===== src/sfd_pkg.sv =====
package sfd_pkg;

  localparam int SFD_NUM_CH = 8;
  localparam int SFD_NUM_DUAL = 4;
  localparam int SFD_DUAL_BASE = 4;
  localparam int SFD_TH_W = 8;
  localparam int SFD_HYST_W = 5;
  localparam int SFD_FILT_W = 7;
  localparam int SFD_MODE_W = 2;

  localparam int SFD_CLK_FREQ_HZ = 125000000;
  localparam int SFD_HZ_PER_MHZ = 1000000;
  localparam int SFD_GF_MAX_US = 100;
  localparam int SFD_GF_MAX_CYCLES =
    SFD_GF_MAX_US * (SFD_CLK_FREQ_HZ / SFD_HZ_PER_MHZ);

  localparam logic [SFD_TH_W-1:0] SFD_TH_FULL = 8'hff;
  localparam logic [SFD_TH_W-1:0] SFD_TH_ZERO = 8'h00;
  localparam logic [SFD_TH_W-1:0] SFD_TH_RST = 8'h00;
  localparam logic [SFD_HYST_W-1:0] SFD_HYST_RST = 5'h00;

  typedef enum logic [SFD_MODE_W-1:0] {
    SFD_MODE_UV = 2'b00,
    SFD_MODE_OV = 2'b01,
    SFD_MODE_WINDOW = 2'b10,
    SFD_MODE_OFF = 2'b11
  } sfd_mode_e;

endpackage


===== src/sfd_top.sv =====
// Summary of operation
// - Eight inputs; four dedicated, four dual-function.
// - Dual input is analog or digital; in digital mode its detector still warns.
// - Detector flags undervoltage, overvoltage or out-of-window.
// - Each threshold is an 8-bit code.
// - Code N maps to bottom plus N/255 span.
// - Comparisons are evaluated continuously every cycle.
// - Active undervoltage clears above threshold plus hysteresis.
// - Active overvoltage clears below threshold minus hysteresis.
// - Hysteresis is a 5-bit code, one-255th span steps.
// - Comparator result passes a glitch filter stage.
// - Filter timeout programmable up to 100 microseconds.
// - Pulses shorter than the timeout are suppressed.
// - Longer pulses pass, delayed by the timeout.
// - Warnings readable individually and ORed into one.

module sfd_glitch_filter #(
  parameter int CNT_W = 14
) (
  input wire logic core_clk_in,
  input wire logic rst_b_in,
  input wire logic raw_in,
  input wire logic [CNT_W-1:0] ticks_in,
  output logic filt_out
);
  logic [CNT_W-1:0] cnt_q;
  logic filt_q;

  // The output moves only after the raw level differs for ticks_in edges.
  always_ff @(posedge core_clk_in or negedge rst_b_in) begin
    if (!rst_b_in) begin
      cnt_q <= '0;
      filt_q <= 1'b0;
    end else if (raw_in == filt_q) begin
      cnt_q <= '0;
    end else if (cnt_q + 1'b1 >= ticks_in) begin
      cnt_q <= '0;
      filt_q <= raw_in;
    end else begin
      cnt_q <= cnt_q + 1'b1;
    end
  end

  assign filt_out = filt_q;
endmodule // sfd_glitch_filter

module sfd_top
  import sfd_pkg::*;
#(
  parameter int GF_MAX_CYCLES = SFD_GF_MAX_CYCLES,
  parameter int GF_MAX_US = SFD_GF_MAX_US,
  parameter int CNT_W = $clog2(GF_MAX_CYCLES + 1)
) (
  input wire logic core_clk_in,
  input wire logic rst_b_in,
  input wire logic [SFD_NUM_CH*SFD_MODE_W-1:0] mode_in,
  input wire logic [SFD_NUM_CH*SFD_TH_W-1:0] uv_threshold_in,
  input wire logic [SFD_NUM_CH*SFD_TH_W-1:0] ov_threshold_in,
  input wire logic [SFD_NUM_CH*SFD_HYST_W-1:0] hysteresis_in,
  input wire logic [SFD_NUM_CH*SFD_FILT_W-1:0] filter_us_in,
  input wire logic [SFD_NUM_DUAL-1:0] dual_digital_mode_in,
  input wire logic [SFD_NUM_CH-1:0] uv_below_in,
  input wire logic [SFD_NUM_CH-1:0] ov_above_in,
  input wire logic [SFD_NUM_DUAL-1:0] dual_function_input_in,
  output logic [SFD_NUM_CH*SFD_TH_W-1:0] uv_reference_out,
  output logic [SFD_NUM_CH*SFD_TH_W-1:0] ov_reference_out,
  output logic [SFD_NUM_CH-1:0] fault_out,
  output logic [SFD_NUM_DUAL-1:0] warning_out,
  output logic warning_any_out,
  output logic [SFD_NUM_DUAL-1:0] digital_out
);

  localparam int TICKS_PER_US = GF_MAX_CYCLES / GF_MAX_US;
  localparam logic [SFD_FILT_W-1:0] FILT_MAX_US = SFD_FILT_W'(GF_MAX_US);

  // Comparator results and pins are asynchronous to the core clock.
  logic [SFD_NUM_CH-1:0] uv_meta_q, uv_sync_q;
  logic [SFD_NUM_CH-1:0] ov_meta_q, ov_sync_q;
  logic [SFD_NUM_DUAL-1:0] pin_meta_q, pin_sync_q;

  always_ff @(posedge core_clk_in or negedge rst_b_in) begin
    if (!rst_b_in) begin
      uv_meta_q <= '0;
      uv_sync_q <= '0;
    end else begin
      uv_meta_q <= uv_below_in;
      uv_sync_q <= uv_meta_q;
    end
  end

  always_ff @(posedge core_clk_in or negedge rst_b_in) begin
    if (!rst_b_in) begin
      ov_meta_q <= '0;
      ov_sync_q <= '0;
    end else begin
      ov_meta_q <= ov_above_in;
      ov_sync_q <= ov_meta_q;
    end
  end

  // Pins bounce like comparators, so they get the same flip-flop pair.
  always_ff @(posedge core_clk_in or negedge rst_b_in) begin
    if (!rst_b_in) begin
      pin_meta_q <= '0;
      pin_sync_q <= '0;
    end else begin
      pin_meta_q <= dual_function_input_in;
      pin_sync_q <= pin_meta_q;
    end
  end

  // Hysteresis state of each comparison and the references fed back.
  logic [SFD_NUM_CH-1:0] uv_hold_q, uv_hold_d;
  logic [SFD_NUM_CH-1:0] ov_hold_q, ov_hold_d;
  logic [SFD_NUM_CH-1:0] raw_fault_q, raw_fault_d;
  logic [SFD_NUM_CH*SFD_TH_W-1:0] uv_ref_q, uv_ref_d;
  logic [SFD_NUM_CH*SFD_TH_W-1:0] ov_ref_q, ov_ref_d;
  logic [CNT_W-1:0] ticks_q [SFD_NUM_CH];
  logic [CNT_W-1:0] ticks_d [SFD_NUM_CH];

  always_comb begin
    logic [SFD_TH_W-1:0] uth;
    logic [SFD_TH_W-1:0] oth;
    logic [SFD_HYST_W-1:0] hy;
    logic [SFD_TH_W:0] usum;
    logic [SFD_FILT_W-1:0] fus;
    sfd_mode_e md;
    uth = '0;
    oth = '0;
    hy = '0;
    usum = '0;
    fus = '0;
    md = SFD_MODE_OFF;
    uv_hold_d = '0;
    ov_hold_d = '0;
    raw_fault_d = '0;
    uv_ref_d = '0;
    ov_ref_d = '0;
    for (int c = 0; c < SFD_NUM_CH; c++) begin
      uth = uv_threshold_in[c*SFD_TH_W +: SFD_TH_W];
      oth = ov_threshold_in[c*SFD_TH_W +: SFD_TH_W];
      hy = hysteresis_in[c*SFD_HYST_W +: SFD_HYST_W];
      md = sfd_mode_e'(mode_in[c*SFD_MODE_W +: SFD_MODE_W]);
      fus = filter_us_in[c*SFD_FILT_W +: SFD_FILT_W];
      if (fus > FILT_MAX_US) begin
        fus = FILT_MAX_US;
      end
      ticks_d[c] = CNT_W'(int'(fus) * TICKS_PER_US);
      // Codes go to the comparator DAC, where code N is bottom+N/255 span.
      usum = {1'b0, uth} + {{(SFD_TH_W + 1 - SFD_HYST_W){1'b0}}, hy};
      if (uv_hold_q[c]) begin
        uv_ref_d[c*SFD_TH_W +: SFD_TH_W] =
          usum[SFD_TH_W] ? SFD_TH_FULL : usum[SFD_TH_W-1:0];
      end else begin
        uv_ref_d[c*SFD_TH_W +: SFD_TH_W] = uth;
      end
      if (ov_hold_q[c]) begin
        ov_ref_d[c*SFD_TH_W +: SFD_TH_W] = (oth < SFD_TH_W'(hy)) ?
          SFD_TH_ZERO : oth - SFD_TH_W'(hy);
      end else begin
        ov_ref_d[c*SFD_TH_W +: SFD_TH_W] = oth;
      end
      case (md)
        SFD_MODE_UV: begin
          uv_hold_d[c] = uv_sync_q[c];
          raw_fault_d[c] = uv_sync_q[c];
        end
        SFD_MODE_OV: begin
          ov_hold_d[c] = ov_sync_q[c];
          raw_fault_d[c] = ov_sync_q[c];
        end
        SFD_MODE_WINDOW: begin
          uv_hold_d[c] = uv_sync_q[c];
          ov_hold_d[c] = ov_sync_q[c];
          raw_fault_d[c] = uv_sync_q[c] | ov_sync_q[c];
        end
        default: begin
          raw_fault_d[c] = 1'b0;
        end
      endcase
    end
  end

  // A hold follows its comparator, so leaving a mode drops its hysteresis.
  always_ff @(posedge core_clk_in or negedge rst_b_in) begin
    if (!rst_b_in) begin
      uv_hold_q <= '0;
      ov_hold_q <= '0;
    end else begin
      uv_hold_q <= uv_hold_d;
      ov_hold_q <= ov_hold_d;
    end
  end

  always_ff @(posedge core_clk_in or negedge rst_b_in) begin
    if (!rst_b_in) begin
      raw_fault_q <= '0;
    end else begin
      raw_fault_q <= raw_fault_d;
    end
  end

  always_ff @(posedge core_clk_in or negedge rst_b_in) begin
    if (!rst_b_in) begin
      uv_ref_q <= {SFD_NUM_CH{SFD_TH_RST}};
      ov_ref_q <= {SFD_NUM_CH{SFD_TH_RST}};
    end else begin
      uv_ref_q <= uv_ref_d;
      ov_ref_q <= ov_ref_d;
    end
  end

  always_ff @(posedge core_clk_in or negedge rst_b_in) begin
    if (!rst_b_in) begin
      for (int c = 0; c < SFD_NUM_CH; c++) begin
        ticks_q[c] <= '0;
      end
    end else begin
      for (int c = 0; c < SFD_NUM_CH; c++) begin
        ticks_q[c] <= ticks_d[c];
      end
    end
  end

  // A zero timeout still costs one edge; the filter never bypasses.
  logic [SFD_NUM_CH-1:0] filt_fault;
  logic [SFD_NUM_DUAL-1:0] filt_pin;

  for (genvar g = 0; g < SFD_NUM_CH; g++) begin : g_ana
    sfd_glitch_filter #(.CNT_W(CNT_W)) u_filt (
      .core_clk_in(core_clk_in),
      .rst_b_in(rst_b_in),
      .raw_in(raw_fault_q[g]),
      .ticks_in(ticks_q[g]),
      .filt_out(filt_fault[g])
    );
  end

  for (genvar g = 0; g < SFD_NUM_DUAL; g++) begin : g_dig
    sfd_glitch_filter #(.CNT_W(CNT_W)) u_filt (
      .core_clk_in(core_clk_in),
      .rst_b_in(rst_b_in),
      .raw_in(pin_sync_q[g]),
      .ticks_in(ticks_q[SFD_DUAL_BASE + g]),
      .filt_out(filt_pin[g])
    );
  end

  // A dual input in digital mode turns its detector into a warning.
  logic [SFD_NUM_CH-1:0] fault_q;
  logic [SFD_NUM_DUAL-1:0] warn_q, dig_q;
  logic warn_any_q;

  always_ff @(posedge core_clk_in or negedge rst_b_in) begin
    if (!rst_b_in) begin
      fault_q <= '0;
    end else begin
      fault_q[SFD_DUAL_BASE-1:0] <= filt_fault[SFD_DUAL_BASE-1:0];
      for (int d = 0; d < SFD_NUM_DUAL; d++) begin
        if (dual_digital_mode_in[d]) begin
          fault_q[SFD_DUAL_BASE + d] <= 1'b0;
        end else begin
          fault_q[SFD_DUAL_BASE + d] <= filt_fault[SFD_DUAL_BASE + d];
        end
      end
    end
  end

  always_ff @(posedge core_clk_in or negedge rst_b_in) begin
    if (!rst_b_in) begin
      warn_q <= '0;
      dig_q <= '0;
    end else begin
      for (int d = 0; d < SFD_NUM_DUAL; d++) begin
        if (dual_digital_mode_in[d]) begin
          warn_q[d] <= filt_fault[SFD_DUAL_BASE + d];
          dig_q[d] <= filt_pin[d];
        end else begin
          warn_q[d] <= 1'b0;
          dig_q[d] <= 1'b0;
        end
      end
    end
  end

  // Built from the same filtered bits so it never leads the warnings.
  always_ff @(posedge core_clk_in or negedge rst_b_in) begin
    if (!rst_b_in) begin
      warn_any_q <= 1'b0;
    end else begin
      warn_any_q <= |(filt_fault[SFD_NUM_CH-1:SFD_DUAL_BASE] &
                      dual_digital_mode_in);
    end
  end

  assign uv_reference_out = uv_ref_q;
  assign ov_reference_out = ov_ref_q;
  assign fault_out = fault_q;
  assign warning_out = warn_q;
  assign warning_any_out = warn_any_q;
  assign digital_out = dig_q;

endmodule // sfd_top


===== config.mk =====
export PLATFORM = sky130hd
export DESIGN_NAME = sfd_top
export DESIGN_NICKNAME = d
export VERILOG_FILES = /design/src/sfd_pkg.sv /design/src/sfd_top.sv
export SDC_FILE = /design/constraint.sdc
export NUM_CORES = 2
export LEC_CHECK = 0
export BUFFER_PORTS_ARGS = -buffer_cell sky130_fd_sc_hd__buf_4
export CORE_MARGIN = 2
export CORE_UTILIZATION = 65
export DETAILED_ROUTE_END_ITERATION = 6
export PLACE_DENSITY = 0.87
export REMOVE_ABC_BUFFERS = 1
export SLEW_MARGIN = 20
export SYNTH_ARGS = -nofsm -noshare
export SYNTH_HDL_FRONTEND = slang
export SYNTH_SLANG_ARGS = --single-unit

===== constraint.sdc =====
create_clock -name core_clk_in -period 4.1 [get_ports core_clk_in]
set_clock_uncertainty 0.05 [all_clocks]
set_input_delay 0.41 -clock core_clk_in [delete_from_list [all_inputs] [get_ports core_clk_in]]
set_output_delay 0.41 -clock core_clk_in [all_outputs]
set_load 0.005 [all_outputs]

==> results <==
- The run finished, with violations left.
- The final reports fail on DRC.
- The floorplan has 87 rows.
- The first detailed-routing pass ran for 7 iterations.
- Among the stages of the critical path, the cell type that occurs most often is sky130_fd_sc_hd__fa_1.
- The via density per instance is 5.804.
- The terminus of the critical flop-to-flop path is g_ana[4].u_filt.cnt_q[2].
- The fraction of post-synthesis cell area in the top cell type by area is 33.62%.
- The path class of the tightest hold or removal check is input pin to register.
- The path type of the worst setup path is input pin to register.
- The number of global-route vias before repair is 32,380.
- After detailed routing, the average wire length per cell comes to 19.36 microns.
- The remaining max-slew budget at the tightest pin is 44.41%.
- For flop-to-flop paths, the worst setup slack is 0.68 ns.
- The fraction of the cycle the final worst path needs is 98.19%.
- In this run the critical register-to-register path is launched from g_ana[4].u_filt.cnt_q[2].
- Walking the worst path, the cells encountered are buf_4 -> o21ai_1 -> a21oi_1 -> or2_2 -> inv_2 -> fa_1 -> fa_1 -> inv_1 -> fa_1 -> inv_1 -> fa_1 -> inv_1 -> ha_4 -> o21ai_0 -> nor2_1 -> o21ai_1 -> buf_4 -> a21oi_2 -> xor2_1.
- The clock tree buffer depth is 3.
- After the first detailed-routing iteration, the DRC count stood at 2,084.
- The number of sinks on the clock net is 501.
- The hold violation count in the final report is 0.
- The detailed placer's ending HPWL is 73,190 microns.
- Relative to the synthesized area, the layout overhead comes to 23.86%.
- The cell sitting at the root of the clock tree is a sky130_fd_sc_hd__clkbuf_16.
- The count of buffers added on input and output ports is 410.
- Setup repair after global routing could not meet its margin everywhere.
- The sequential share of the synthesized area is 33.62%.
- After technology mapping, the gate count stands at 3,704.
- In this run, the clock network consumes 24.7% of the power.
- The final sum of negative setup slack is 0 ns.
- For this run, the slowest stage of the critical path takes 0.56 ns.
- The count of max-cap constraint violations is 0.
- The floorplan step defined a core boundary enclosing 56,600 sq um.
- The pin count of the biggest net entering global routing is 97.
- The clock period minus worst slack is 4.026 ns.
- The routability-driven placement congestion ratio is 0.9786.
- The combinational cell fraction of total power is 47.5%.
- Among all flip-flop cells after synthesis, the most frequent one is sky130_fd_sc_hd__dfrtp_1.
- The static power due to leakage is 23.91 nW.
- Once the floorplan was initialized, standard cells occupied 65.88% of the core.
- In this run the power density over the cells is 463.7 nW/um^2.
- In this run the cell area measured after placement is 42,930 sq um.
- After synthesis, the mean cell area works out to 10.07 sq um.
- The aggregate routed wire length is 102,300 microns.
- Global routing finished with a remaining overflow of 0.
- Pin placement for this block handled 411 I/O pins.
- Yosys mapped a number of flops with a built-in enable equal to 0.
- The cell area after technology mapping is 37,290 sq um.
- The routed via count is 30,660.
- The actual transition at the worst max-transition pin is 0.8339 ns.
- In this run the horizontal extent of the chip is 243.5 microns.
- Based on the critical path, the design can be clocked at up to 0.2484 GHz.
- The part of the total power dissipated in sequential elements is 27.8%.
- Cell internal power was estimated by the tool at 13.53 mW.
- The critical path capture point type is a register.
- The clock reaches the later pin of the worst-skew pair after 0.63 ns.
- Tracing the worst setup path back leads to its startpoint at filter_us_in[42].
- The post-CTS clock slew at the launch and capture registers of the worst setup and hold paths is 0.06 ns.
- TritonCTS created 56 clock buffers.
- The post-synthesis sequential element count is 501.
- Global routing consumed, over all layers together, 34.91% of the routing resources.
- The final count of negative-setup-slack endpoints is 0.
- The clock tree from TritonCTS is built.
- The startpoint type of the worst setup path is an input pin.
- The die covers 59,300 sq um.
- The share of total power consumed by net switching is 36.82%.
- By area the synthesized netlist is led by sky130_fd_sc_hd__dfrtp_1 34%, sky130_fd_sc_hd__ha_1 19%, sky130_fd_sc_hd__fa_1 8.4%.
- The final max-slew violation count is 0.
- The most critical setup path has its endpoint at ticks_q[24].
- The initial antenna violation count is 11.
- The number of distinct standard cells referenced by the synthesized netlist is 76.
- Counting flops with an async set or reset pin after synthesis yields a share of 100.0%.
- At the worst endpoint, the arrival time is 4.50 ns.
- The ratio of cells with drive above 1 in the final layout is 20.61%.
- After detailed routing, the number of remaining DRC violations is 1.
- The worst endpoint required time is 4.58 ns.
- Counting cells, the worst reg-to-reg path comes to 10.
- Yosys instantiated no cell more often than sky130_fd_sc_hd__ha_1.
- The number of H-tree levels is 2.
- The vertical die dimension is 243.5 microns.
- In this design, the largest share of critical-path delay is due to adder cells.
- The instance count on the critical path is 19.
- The net total in the final layout is 5,469.
- The maximum fanout along the worst path is 3.
- The largest area contributor in the netlist is sky130_fd_sc_hd__dfrtp_1.
- The number of buffer and inverter stages on the critical path is 6.
- For this run, the number of Yosys warnings is 0.
- After routing the design area is 46,180 sq um.
- The power spent charging and discharging nets is 7.886 mW.
- The cell with the biggest individual delay on the critical path is sky130_fd_sc_hd__fa_1.
- Across the VDD grid, the largest voltage drop is 344.3 uV.
- The first-pass GRT wire length is 166,100 microns.
- Ranked by instance count, the synthesized netlist is headed by 571 x sky130_fd_sc_hd__ha_1, 509 x sky130_fd_sc_hd__inv_1, 501 x sky130_fd_sc_hd__dfrtp_1, 191 x sky130_fd_sc_hd__a21oi_1, 189 x sky130_fd_sc_hd__nor2_1.
- The number of nets still failing antenna checks after routing is 0.
-- worst register-to-register path, delay by kind of cell, from the launching register on --
kind            cells  cell delay (ns)
compound gates      2             0.71
xor+xnor            1             0.25
fa+ha+maj           1             0.32
flops               1             0.44
simple gates        6             1.60
-- per-stage QoR --
stage / hold WS (ns) / util [%] / total power [mW] / setup slack (ns) / std cells
final: 0.04232 / 81.59 / 21.42 / 0.07421 / 5283
after global routing: 0.01907 / 81.59 / 22.85 / -0.07510 / 5282
after CTS: 0.0006498 / 81.19 / 20.86 / 0.008584 / 5275
after detailed placement: 0.2870 / 75.84 / 15.25 / -0.6928 / 5062
after global placement: 0.2817 / 75.84 / 14.74 / -0.5147 / 5062
after floorplan: 0.06441 / - / 11.77 / -0.3949 / 3659
-- cells in the final DEF (no fill, tap or decap), drive strengths merged, types with 16 or more instances in the layout --
master and count:
nor3 42, nand3 122, a21o 51, o2bb2ai 24, nand2 180, fa 157, o21a 22, inv 512
a21oi 196, and3 35, mux2 36, and2b 19, xnor2 165, nor4 22, buf 649, nand2b 47
nor2 189, ha 571, clkbuf 73, nor2b 158, nor3b 28, o31ai 26, xor2 111, or2 20
and2 30, a211oi 49, dfrtp 501, nand4 49, and4 17, clkinv 16, dlygate4sd3 109, o21ai 140
-- power groups by stage --
stage               sequential, mW  clock, mW  combinational [mW]
CTS                           5.94       5.33                9.59
detailed placement            6.02          0                9.23
floorplan                     5.95          0                5.82
finish                        5.95       5.30                10.2
global placement              5.99          0                8.75
global route                  6.01       5.55                11.3
-- flip-flops by register name, summed over array words and instances (netlist names), 56 cells and up --
signal / count
g_ana.u_filt.cnt_q: 112
ticks_q: 112
uv_reference_out: 64
ov_reference_out: 64
g_dig.u_filt.cnt_q: 56
-- final cells by class --
cell class	instances	area (sq um)
Tap cell	756	945.9
Antenna cell	6	15.01
Inverter	509	1911
Sequential cell	501	12540
Clock buffer	73	1575
Timing Repair Buffer	758	6046
Multi-Input combinational cell	2649	22800
Clock inverter	31	357.8
Fill cell	3090	10420
-- worst min path at each step --
stage	end	slack [ns]	depth (start not counted)	start
after global routing	ov_reference_out[1]	0.02	2	ov_threshold_in[1]
after detailed placement	ov_sync_q[2]	0.29	0	ov_meta_q[2]
final	raw_fault_q[5]	0.04	3	mode_in[11]
after floorplan	digital_out[0]	0.06	0	rst_b_in
after global placement	uv_sync_q[0]	0.28	0	uv_meta_q[0]
after CTS	uv_reference_out[57]	0.0006	3	uv_threshold_in[57]
-- cell families (layout without fill, tap and decap cells) --
family	after synthesis	after routing	synth area share, %
simple gates	979	979	14.35
fa+ha+maj	728	728	27.59
compound gates	625	625	10.94
buf+inv	554	1371	5.788
flops	501	501	33.62
xor+xnor	276	276	6.483
mux	41	41	1.221
other cells	0	6	0
-- timing repair --
action | 4_1_cts | 5_1_grt
hold endpoints to repair | 199 | 0
pin swaps | 0 | 17
setup endpoints to repair | 4 | 35
resized for setup | 3 | 54
setup buffers | 0 | 2
hold buffers | 109 | 0
-- layer usage --
layer	track usage, %	part of all wire [%]
met5	0	0.041
met3	8.074	7.1
met2	59.36	49
met1	41.98	38
met4	16.70	5.6
No activity file was read; power rests on OpenSTA's default activity.
